## config.mk

```make
export PLATFORM = sky130hd
export DESIGN_NAME = sarc_top
export DESIGN_NICKNAME = d
export VERILOG_FILES = /design/src/sarc_pkg.sv /design/src/sarc_top.sv /design/src/sarc_polarity.sv /design/src/sarc_variance.sv
export SDC_FILE = /design/constraint.sdc
export NUM_CORES = 2
export LEC_CHECK = 0
export BUFFER_PORTS_ARGS = -buffer_cell sky130_fd_sc_hd__buf_4
export CAP_MARGIN = 0
export CELL_PAD_IN_SITES_DETAIL_PLACEMENT = 1
export CELL_PAD_IN_SITES_GLOBAL_PLACEMENT = 1
export CORE_MARGIN = 8
export CORE_UTILIZATION = 50
export CTS_CLUSTER_DIAMETER = 100
export DETAILED_ROUTE_END_ITERATION = 7
export PLACE_DENSITY_LB_ADDON = 0.1
export SETUP_SLACK_MARGIN = 0.5
export SLEW_MARGIN = 0
export SYNTH_ARGS = -nofsm -noshare
export SYNTH_HDL_FRONTEND = slang
export SYNTH_HIERARCHICAL = 1
export SYNTH_SLANG_ARGS = --single-unit
```

## constraint.sdc

```tcl
create_clock -name pclk -period 20.3 [get_ports pclk]
set_clock_uncertainty 0.05 [all_clocks]
set_input_delay 1.015 -clock pclk [delete_from_list [all_inputs] [get_ports pclk]]
set_output_delay 1.015 -clock pclk [all_outputs]
set_load 0.01 [all_outputs]
```

## src/sarc_pkg.sv

```systemverilog
// constants and types shared by the sweep accumulator restart control
package sarc_pkg;
    localparam int          ADDR_W           = 8;
    localparam int          FIELD_W          = 4;
    localparam logic [7:0]  CTRL_OFS         = 8'h00;
    localparam logic [7:0]  CMD_OFS          = 8'h04;
    localparam logic [7:0]  STAT_OFS         = 8'h08;
    localparam logic [7:0]  COUNT_OFS        = 8'h0c;
    localparam int          CTRL_SUM_BIT     = 0;
    localparam int          CTRL_AUTO_BIT    = 1;
    localparam int          CTRL_SPECIAL_BIT = 2;
    localparam int          CTRL_EXTPOL_BIT  = 3;
    localparam int          CTRL_GAIN_LSB    = 4;
    localparam int          CTRL_SWEEP_LSB   = 8;
    localparam int          CMD_START_BIT    = 0;
    localparam int          STAT_DONE_BIT    = 0;
    localparam int          STAT_RUN_BIT     = 1;
    localparam int          STAT_SHIFT_LSB   = 4;
    localparam logic [11:0] CTRL_RESET       = 12'h000;
    localparam logic [31:0] RDATA_ZERO       = 32'h0000_0000;

    typedef enum logic [1:0] {
        ST_IDLE  = 2'b00,
        ST_ARMED = 2'b01,
        ST_SWEEP = 2'b10,
        ST_DONE  = 2'b11
    } sarc_state_t;
endpackage : sarc_pkg

```

## src/sarc_top.sv

```systemverilog
// sweep accumulator restart control with apb register access
`timescale 1ns/100ps
module sarc_top #(
    parameter int NCH      = 2,
    parameter int CH_W     = 1,
    parameter int SAMPLE_W = 12,
    parameter int ACC_W    = 24,
    parameter int CNT_W    = 16
) (
    input  logic                          pclk,
    input  logic                          presetn,
    input  logic [sarc_pkg::ADDR_W-1:0]   paddr,
    input  logic                          psel,
    input  logic                          penable,
    input  logic                          pwrite,
    input  logic [31:0]                   pwdata,
    output logic                          pready,
    output logic [31:0]                   prdata,
    output logic                          pslverr,
    input  logic                          start_press,
    input  logic                          sync_pulse,
    input  logic                          sweep_end,
    input  logic                          sample_valid,
    input  logic [CH_W-1:0]               sample_ch,
    input  logic signed [SAMPLE_W-1:0]    sample_data,
    input  logic signed [ACC_W-1:0]       mem_rdata,
    output logic signed [ACC_W-1:0]       mem_wdata,
    output logic                          mem_we,
    input  logic [NCH-1:0]                panel_polarity_inv,
    input  logic [NCH-1:0]                external_polarity_source,
    output logic                          run_complete_lamp,
    output logic [sarc_pkg::FIELD_W-1:0]  display_shift,
    output logic [2*ACC_W+1:0]            variance_data,
    output logic                          variance_valid
);
    localparam int FW = sarc_pkg::FIELD_W;

    sarc_pkg::sarc_state_t state_q;
    sarc_pkg::sarc_state_t state_d;
    logic [11:0]                  ctrl_q;
    logic [11:0]                  ctrl_d;
    logic [CNT_W-1:0]             sweep_cnt_q;
    logic [CNT_W-1:0]             sweep_cnt_d;
    logic [CNT_W-1:0]             run_cnt_q;
    logic [CNT_W-1:0]             run_cnt_d;
    logic                         first_q;
    logic                         first_d;
    logic signed [ACC_W-1:0]      wdata_q;
    logic signed [ACC_W-1:0]      wdata_d;
    logic                         we_q;
    logic                         we_d;
    logic [FW-1:0]                shift_q;
    logic [FW-1:0]                shift_d;
    logic [31:0]                  rdata_q;
    logic [31:0]                  rdata_d;
    logic                         err_q;
    logic                         err_d;
    logic                         apb_acc;
    logic                         apb_wr;
    logic                         start_evt;
    logic                         sum_mode;
    logic                         auto_scale;
    logic                         special;
    logic                         ext_sel;
    logic [FW-1:0]                gain_power_select;
    logic [FW-1:0]                sweep_power;
    logic [CNT_W-1:0]             target;
    logic [CNT_W-1:0]             run_next;
    logic                         run_end;
    logic [NCH-1:0]               ch_invert;
    logic signed [SAMPLE_W:0]     ch_sample [NCH];
    logic signed [ACC_W-1:0]      x_ext;
    logic signed [ACC_W-1:0]      avg_step;
    logic [FW-1:0]                avg_k;

    function automatic logic [FW-1:0] flog2(input logic [CNT_W-1:0] v);
        logic [FW-1:0] r;
        r = '0;
        for (int i = 0; i < CNT_W; i++)
            if (v[i])
                r = FW'(i);
        return r;
    endfunction : flog2

    // one polarity selector per input channel
    for (genvar c = 0; c < NCH; c++)
    begin : g_pol
        sarc_polarity #(
            .SAMPLE_W    (SAMPLE_W)
        ) u_pol (
            .ext_select  (ext_sel),
            .panel_invert(panel_polarity_inv[c]),
            .ext_level   (external_polarity_source[c]),
            .sample_in   (sample_data),
            .invert      (ch_invert[c]),
            .sample_out  (ch_sample[c])
        );
    end

    sarc_variance #(
        .ACC_W         (ACC_W)
    ) u_var (
        .pclk          (pclk),
        .presetn       (presetn),
        .point_valid   (sample_valid),
        .sample        (x_ext),
        .average       (mem_rdata),
        .variance_data (variance_data),
        .variance_valid(variance_valid)
    );

    assign apb_acc           = psel & penable;
    assign apb_wr            = apb_acc & pwrite;
    assign pready            = 1'b1;
    assign sum_mode          = ctrl_q[sarc_pkg::CTRL_SUM_BIT];
    assign auto_scale        = ctrl_q[sarc_pkg::CTRL_AUTO_BIT];
    assign special           = ctrl_q[sarc_pkg::CTRL_SPECIAL_BIT];
    assign ext_sel           = ctrl_q[sarc_pkg::CTRL_EXTPOL_BIT];
    assign gain_power_select = ctrl_q[sarc_pkg::CTRL_GAIN_LSB +: FW];
    assign sweep_power       = ctrl_q[sarc_pkg::CTRL_SWEEP_LSB +: FW];
    assign start_evt         = start_press |
                               (apb_wr && paddr == sarc_pkg::CMD_OFS && pwdata[sarc_pkg::CMD_START_BIT]);
    assign target            = CNT_W'(1) << sweep_power;
    assign run_next          = run_cnt_q + CNT_W'(1);
    assign run_end           = state_q == sarc_pkg::ST_SWEEP && sweep_end;
    assign x_ext             = ACC_W'(ch_sample[sample_ch]);
    assign avg_k             = flog2(run_next);
    assign avg_step          = (x_ext - mem_rdata) >>> avg_k;

    // register file and apb answer
    always_comb
    begin
        ctrl_d  = ctrl_q;
        rdata_d = sarc_pkg::RDATA_ZERO;
        err_d   = 1'b0;
        if (apb_wr && paddr == sarc_pkg::CTRL_OFS)
            ctrl_d = pwdata[11:0];
        if (psel && !penable)
        begin
            if (paddr == sarc_pkg::CTRL_OFS)
                rdata_d = {20'h00000, ctrl_q};
            else if (paddr == sarc_pkg::CMD_OFS)
                rdata_d = sarc_pkg::RDATA_ZERO;
            else if (paddr == sarc_pkg::STAT_OFS)
            begin
                rdata_d[sarc_pkg::STAT_DONE_BIT]           = run_complete_lamp;
                rdata_d[sarc_pkg::STAT_RUN_BIT]            = state_q != sarc_pkg::ST_IDLE &&
                                                             state_q != sarc_pkg::ST_DONE;
                rdata_d[sarc_pkg::STAT_SHIFT_LSB +: FW]    = shift_q;
            end
            else if (paddr == sarc_pkg::COUNT_OFS)
                rdata_d = 32'(sweep_cnt_q);
            else
                err_d = 1'b1;
        end
    end

    // sweep run control
    always_comb
    begin
        state_d     = state_q;
        sweep_cnt_d = sweep_cnt_q;
        run_cnt_d   = run_cnt_q;
        first_d     = first_q;
        case (state_q)
            sarc_pkg::ST_IDLE:
                if (start_evt)
                    state_d = sarc_pkg::ST_ARMED;
            sarc_pkg::ST_ARMED:
                if (sync_pulse)
                    state_d = sarc_pkg::ST_SWEEP;
            sarc_pkg::ST_SWEEP:
                if (sweep_end)
                begin
                    sweep_cnt_d = sweep_cnt_q + CNT_W'(1);
                    run_cnt_d   = run_next;
                    first_d     = 1'b0;
                    if (run_next == target)
                    begin
                        state_d = sarc_pkg::ST_DONE;
                        if (special)
                            sweep_cnt_d = '0;
                    end
                    else
                        state_d = sarc_pkg::ST_ARMED;
                end
            sarc_pkg::ST_DONE:
                if (start_evt)
                begin
                    state_d   = sarc_pkg::ST_ARMED;
                    run_cnt_d = '0;
                end
            default:
                state_d = sarc_pkg::ST_IDLE;
        endcase
        if (start_evt && !sum_mode)
        begin
            state_d   = sarc_pkg::ST_ARMED;
            run_cnt_d = '0;
            first_d   = 1'b1;
        end
        if (start_evt && sum_mode && state_q == sarc_pkg::ST_IDLE)
            run_cnt_d = '0;
    end

    // accumulation and display scaling
    always_comb
    begin
        wdata_d = wdata_q;
        we_d    = 1'b0;
        if (state_q == sarc_pkg::ST_SWEEP && sample_valid)
        begin
            we_d = 1'b1;
            if (sum_mode)
                wdata_d = mem_rdata + x_ext;
            else if (first_q)
                wdata_d = x_ext;
            else
                wdata_d = mem_rdata + avg_step;
        end
        if (!sum_mode)
            shift_d = '0;
        else if (!auto_scale)
            shift_d = gain_power_select;
        else if (state_d == sarc_pkg::ST_DONE)
            shift_d = '0;
        else
            shift_d = flog2(run_cnt_d);
    end

    always_ff @(posedge pclk or negedge presetn)
    begin
        if (!presetn)
        begin
            state_q     <= sarc_pkg::ST_IDLE;
            ctrl_q      <= sarc_pkg::CTRL_RESET;
            sweep_cnt_q <= '0;
            run_cnt_q   <= '0;
            first_q     <= 1'b1;
            wdata_q     <= '0;
            we_q        <= 1'b0;
            shift_q     <= '0;
            rdata_q     <= sarc_pkg::RDATA_ZERO;
            err_q       <= 1'b0;
        end
        else
        begin
            state_q     <= state_d;
            ctrl_q      <= ctrl_d;
            sweep_cnt_q <= sweep_cnt_d;
            run_cnt_q   <= run_cnt_d;
            first_q     <= first_d;
            wdata_q     <= wdata_d;
            we_q        <= we_d;
            shift_q     <= shift_d;
            rdata_q     <= rdata_d;
            err_q       <= err_d;
        end
    end

    assign run_complete_lamp = state_q == sarc_pkg::ST_DONE;
    assign mem_wdata         = wdata_q;
    assign mem_we            = we_q;
    assign display_shift     = shift_q;
    assign prdata            = rdata_q;
    assign pslverr           = err_q & apb_acc;

    erase_on_done_a: assert property (@(posedge pclk) disable iff (!presetn)
        run_end && run_next == target && special && !start_evt |=> run_complete_lamp && sweep_cnt_q == 0)
        else $error("sweep count not erased at run end");

    keep_count_a: assert property (@(posedge pclk) disable iff (!presetn)
        run_end && !special && !start_evt |=> sweep_cnt_q == CNT_W'($past(sweep_cnt_q) + 1))
        else $error("sweep count not kept in normal mode");

    done_scale_a: assert property (@(posedge pclk) disable iff (!presetn)
        run_complete_lamp && sum_mode && auto_scale && !start_evt |=> display_shift == 0)
        else $error("finished summation not scaled as one sweep");

    start_rescale_a: assert property (@(posedge pclk) disable iff (!presetn)
        run_complete_lamp && start_evt && sum_mode |=> run_cnt_q == 0 && !mem_we ##1 !mem_we)
        else $error("start did not restart display scaling");

    manual_scale_a: assert property (@(posedge pclk) disable iff (!presetn)
        sum_mode && !auto_scale && $stable(ctrl_q) |=> display_shift == $past(gain_power_select))
        else $error("manual scale not taken from gain setting");

    avg_restart_a: assert property (@(posedge pclk) disable iff (!presetn)
        start_evt && !sum_mode |=> state_q == sarc_pkg::ST_ARMED && run_cnt_q == 0 && first_q)
        else $error("average not restarted on start");

    first_overwrite_a: assert property (@(posedge pclk) disable iff (!presetn)
        state_q == sarc_pkg::ST_SWEEP && sample_valid && !sum_mode && first_q
        |=> mem_we && mem_wdata == $past(x_ext))
        else $error("first average sweep did not overwrite");

    sum_add_a: assert property (@(posedge pclk) disable iff (!presetn)
        state_q == sarc_pkg::ST_SWEEP && sample_valid && sum_mode
        |=> mem_we && mem_wdata == ACC_W'($past(mem_rdata) + $past(x_ext)))
        else $error("summation did not add onto memory");

    ext_polarity_a: assert property (@(posedge pclk) disable iff (!presetn)
        ext_sel && !external_polarity_source[sample_ch] |-> x_ext == -ACC_W'(sample_data))
        else $error("external low did not invert");

    run_stop_a: assert property (@(posedge pclk) disable iff (!presetn)
        run_complete_lamp && !start_evt |=> run_complete_lamp && !mem_we)
        else $error("accumulation did not stop at run end");
endmodule : sarc_top

```

## src/sarc_polarity.sv

```systemverilog
// polarity source selection and sample inversion for one input channel
`timescale 1ns/100ps
module sarc_polarity #(
    parameter int SAMPLE_W = 12
) (
    input  logic                       ext_select,
    input  logic                       panel_invert,
    input  logic                       ext_level,
    input  logic signed [SAMPLE_W-1:0] sample_in,
    output logic                       invert,
    output logic signed [SAMPLE_W:0]   sample_out
);
    // external: open or high is normal, closure or low inverts
    assign invert     = ext_select ? ~ext_level : panel_invert;
    assign sample_out = invert ? -(SAMPLE_W+1)'(sample_in) : (SAMPLE_W+1)'(sample_in);
endmodule : sarc_polarity

```

## src/sarc_variance.sv

```systemverilog
// squared difference of input and stored average, one point late
`timescale 1ns/100ps
module sarc_variance #(
    parameter int ACC_W = 24
) (
    input  logic                   pclk,
    input  logic                   presetn,
    input  logic                   point_valid,
    input  logic signed [ACC_W-1:0] sample,
    input  logic signed [ACC_W-1:0] average,
    output logic [2*ACC_W+1:0]     variance_data,
    output logic                   variance_valid
);
    logic signed [ACC_W:0]     diff;
    logic [2*ACC_W+1:0]        square;
    logic [2*ACC_W+1:0]        held_q;
    logic [2*ACC_W+1:0]        held_d;
    logic [2*ACC_W+1:0]        out_q;
    logic [2*ACC_W+1:0]        out_d;
    logic                      have_q;
    logic                      have_d;
    logic                      vld_q;
    logic                      vld_d;

    always_comb
    begin
        diff   = (ACC_W+1)'(sample) - (ACC_W+1)'(average);
        square = (2*ACC_W+2)'(diff * diff);
        held_d = held_q;
        out_d  = out_q;
        have_d = have_q;
        vld_d  = 1'b0;
        if (point_valid)
        begin
            held_d = square;
            have_d = 1'b1;
            out_d  = held_q;
            vld_d  = have_q;
        end
    end

    always_ff @(posedge pclk or negedge presetn)
    begin
        if (!presetn)
        begin
            held_q <= '0;
            out_q  <= '0;
            have_q <= 1'b0;
            vld_q  <= 1'b0;
        end
        else
        begin
            held_q <= held_d;
            out_q  <= out_d;
            have_q <= have_d;
            vld_q  <= vld_d;
        end
    end

    assign variance_data  = out_q;
    assign variance_valid = vld_q;

    var_offset_a: assert property (@(posedge pclk) disable iff (!presetn)
        point_valid && have_q |=> variance_valid && variance_data == $past(held_q))
        else $error("variance sample not one point late");

    var_square_a: assert property (@(posedge pclk) disable iff (!presetn)
        point_valid |=> held_q == $past(square) && have_q)
        else $error("variance square not captured");
endmodule : sarc_variance

```

==> out/summary.md <==
The run finished with clean final reports. The tree is rooted in a sky130_fd_sc_hd__clkbuf_16. The number of pins with negative max-slew slack in the final report is 0. The Yosys step of the flow raised 6 warnings.

The tool flagged a number of max-cap violations equal to 0. For the count of TritonRoute iterations in the first routing pass, the log shows 5. The biggest area contributor in the post-synthesis netlist is sky130_fd_sc_hd__fa_1. The area growth from synthesis to layout works out to 7.15%.

The mapped netlist covers 36600 sq um. STA puts the critical path data arrival time at 13.36 ns. The clock reaches the later pin of the worst-skew pair after 0.50 ns.

Headroom to the max-slew limit came out at 23.0%. The final route contains 29000 vias. Cell repeated most along the worst path: sky130_fd_sc_hd__fa_1. After synthesis, flip-flops and latches occupy 13.2% of the total area. After clock tree synthesis, the clock-pin slew on the worst setup and hold paths is 0.11 ns. The clock net in this run drives a total of 193 sinks.

Summing all non-filler instances in the final layout gives an area of 39200 sq um. The worst-case register-to-register setup slack is 7.58 ns. The deepest clock path buffer count came out at 2. The run gives 1756 as the detailed router's first-iteration violation count. The final period demand of the worst path was 13.04 ns. The peak fanout along the critical path was 34. The tools report the overall fraction of global-route tracks in use as 28.9%. The critical path is of the input pin to register type.

The via count of the first global-routing pass is 33000. The met2 layer wire length in the routed design was 59.7 mm; the highest cell delay on the worst timing path was 0.95 ns. The tools report the number of different library cells in the post-synthesis netlist as 116. The placement row count is 99, and the effective utilization at floorplan is 50.4%. For this run, design rule violations remaining after detail routing come to 0. Setup repair after global routing left no endpoint under its margin.

The initial antenna violation count was 2. In the layout the commonest cells are 746 x sky130_fd_sc_hd__inv_1, 614 x sky130_fd_sc_hd__fa_1, 352 x sky130_fd_sc_hd__nor2_1, 333 x sky130_fd_sc_hd__nand2_1, 246 x sky130_fd_sc_hd__ha_1. Half-perimeter wire length of the detailed placement result: 93.8 mm. Data on the critical path is required at its endpoint by 20.62 ns. The placed instances occupy a cell area of 38600 sq um. After detailed routing, the average wire length per cell comes to 23.0 um.

The min-delay analysis places its worst path in the category input pin to asynchronous set/reset pin. The tools report the count of final setup violators as 0. The worst-path cell with the longest stage delay is sky130_fd_sc_hd__fa_1.

For the net count of the finished layout, the log shows 5041. Dividing the synthesized area by the synthesized cell count gives 9.07 sq um. The overall die area is 82200 sq um, and the post-CTS setup-driven buffer insertion count is 0. From left edge to right edge, the die measures 287 um. STA classifies the critical path startpoint as an input pin. The layout cell share with drive strength beyond 1 is 10.8%, and the maximum level of the CTS H-tree is 4.

TritonCTS built the clock tree. The total clock buffers created by CTS came out at 17. Sort of element at the end of the critical path: a register. In the synthesized netlist the dominant register cell turns out to be sky130_fd_sc_hd__dfrtp_1. The uppermost layer routed was met4. Number of flops mapped to enable cells by yosys: 0. Actual slew at the worst max-slew pin: 1.15 ns. For this block, wires on met1 add up to 46.3 mm. The die height was 287 um; the count of input and output buffers was 166. In this run the remaining antenna-violating nets after routing total 0. Using the TritonRoute via totals, the vias-per-cell ratio works out to 5.72. The global-route wire length before repair came out at 186 mm. The logs give 205 for the number of top-level pins and 0.0767 GHz for the maximum achievable frequency. The core region is 72700 sq um. Adding up every negative setup slack in the final design gives 0 ns. For this design, the CTS-stage hold fixing added 0 buffers.

The top cell type by area accounts for 33.6% of the synthesized area. The synthesized design contains 193 register bits. After detailed routing, the met3 layer carries 4.93 mm of wire. After detailed routing, the total wire length is 117 mm.

The remaining global-route overflow was 0; the final cycle utilization of the critical path was 64.3%. After filler insertion, the fill cell instance count of the layout stands at 8493. After clock tree synthesis, the repair step resized 0 gates. Synthesis produced 4037 cells. The most common cell after layout, fill and taps aside is sky130_fd_sc_hd__inv_1.

After synthesis, the cell types taking the most area are sky130_fd_sc_hd__fa_1 34%, sky130_fd_sc_hd__dfrtp_1 13%, sky130_fd_sc_hd__ha_1 8.4%, sky130_fd_sc_hd__inv_1 7.6%, sky130_fd_sc_hd__nor2_1 3.6%. Entering global routing, the biggest net connects 75 pins. The final-report hold violation count is 0, and the routability congestion estimate from global placement is 0.935. Of all flip-flops after synthesis, the portion carrying an async set or reset was 100%.
-- cell type report --
type	count	area [sq um]	area share (%)
Clock inverter	15	224	0.571
Sequential cell	193	4830	12.3
Antenna cell	2	5.00	0.0128
Timing Repair Buffer	211	1590	4.05
Clock buffer	17	425	1.08
Multi-Input combinational cell	2910	28100	71.7
Tap cell	959	1200	3.06
Inverter	758	2850	7.25
-- kinds of logic (layout without fill, tap and decap cells) --
family | Yosys count | after routing | synth area share [%]
simple gates | 1001 | 1001 | 12.4
buf+inv | 949 | 1001 | 10.2
fa+ha+maj | 860 | 860 | 42.0
compound gates | 672 | 672 | 12.5
flops | 193 | 193 | 13.2
xor+xnor | 191 | 191 | 4.65
mux | 168 | 168 | 5.02
other cells | 3 | 20 | 0.0307
-- cells in the mapped netlist (5+ instances only) --
library cell and n:
sky130_fd_sc_hd__a31o_2 6, sky130_fd_sc_hd__fa_1 614, sky130_fd_sc_hd__a211oi_1 20, sky130_fd_sc_hd__o211ai_1 28, sky130_fd_sc_hd__buf_1 8, sky130_fd_sc_hd__o21bai_1 25
sky130_fd_sc_hd__or2_2 10, sky130_fd_sc_hd__and4_1 5, sky130_fd_sc_hd__nand3b_1 7, sky130_fd_sc_hd__a21oi_1 179, sky130_fd_sc_hd__o31ai_1 12, sky130_fd_sc_hd__nand2b_1 14
sky130_fd_sc_hd__o21a_1 26, sky130_fd_sc_hd__xor2_1 59, sky130_fd_sc_hd__nand4_1 19, sky130_fd_sc_hd__inv_1 746, sky130_fd_sc_hd__nor4_1 17, sky130_fd_sc_hd__nor3_1 61
sky130_fd_sc_hd__mux2i_1 52, sky130_fd_sc_hd__mux2_2 114, sky130_fd_sc_hd__dfrtp_1 192, sky130_fd_sc_hd__o21ai_0 130, sky130_fd_sc_hd__a31oi_1 25, sky130_fd_sc_hd__a221oi_1 7
sky130_fd_sc_hd__o21ai_1 16, sky130_fd_sc_hd__and2_1 29, sky130_fd_sc_hd__and3_1 28, sky130_fd_sc_hd__a22oi_1 13, sky130_fd_sc_hd__o22ai_1 12, sky130_fd_sc_hd__buf_4 28
sky130_fd_sc_hd__nor2_1 352, sky130_fd_sc_hd__clkbuf_1 104, sky130_fd_sc_hd__a211o_1 9, sky130_fd_sc_hd__o221ai_1 6, sky130_fd_sc_hd__inv_2 9, sky130_fd_sc_hd__buf_2 45
sky130_fd_sc_hd__o41ai_1 6, sky130_fd_sc_hd__nor2b_1 17, sky130_fd_sc_hd__nand2_1 333, sky130_fd_sc_hd__a21o_1 63, sky130_fd_sc_hd__a311oi_1 5, sky130_fd_sc_hd__nand3_1 67
sky130_fd_sc_hd__or3_1 10, sky130_fd_sc_hd__ha_1 246, sky130_fd_sc_hd__xnor2_1 128
-- worst paths after layout --
kind	startpoint	to	cells past startpoint
max reg2reg	ctrl_q[3]	u_var/held_q[47]	39
max	sample_data[7]	u_var/held_q[47]	38
min reg2reg	u_var/have_q	u_var/have_q	1
min	presetn	mem_wdata[23]	1
max in group asynchronous	presetn	prdata[5]	2
min in group pclk	u_var/have_q	u_var/have_q	1
-- critical path, delay by kind of cell --
family,cells,cell delay (ns)
adders and majority gates,9,5.34
buffers and inverters,8,1.76
muxes,2,1.01
xor gates and xnor gates,1,0.16
and+or+nand+nor,9,1.93
AOI/OAI and AO/OA,9,2.08
-- flip-flops by register name, summed over array words and instances (netlist names) --
name                  flops
u_var/held_q             49
u_var/variance_data      49
mem_wdata                24
prdata                   16
run_cnt_q                16
sweep_cnt_q              16
ctrl_q                   12
display_shift             4
state_q                   2
err_q                     1
first_q                   1
mem_we                    1
u_var/have_q              1
u_var/variance_valid      1
-- per-layer routing --
| metal | vias to the layer above | global-route usage, % |
|---|---|---|
| li1 | 13000 | - |
| met1 | 14900 | 34.8 |
| met2 | 770 | 51.2 |
| met3 | 255 | 3.62 |
| met4 | 0 | 13.2 |
| met5 | - | 0 |
-- through the flow --
stage / hold WS (ns) / instances / setup WS [ns] / util [%]
6_report: 0.418 / 5065 / 7.26 / 54.0
5_1_grt: 0.432 / 5064 / 6.78 / 54.0
4_1_cts: 0.405 / 5063 / 7.40 / 54.0
3_5_place_dp: 0.402 / 5031 / 6.86 / 53.1
3_3_place_gp: 0.391 / 5031 / 7.06 / 53.1
2_1_floorplan: 0.380 / 4052 / 9.32 / -
Power is not shown: default switching activity piles up to over one toggle a cycle in this logic, so the estimate is an artifact.
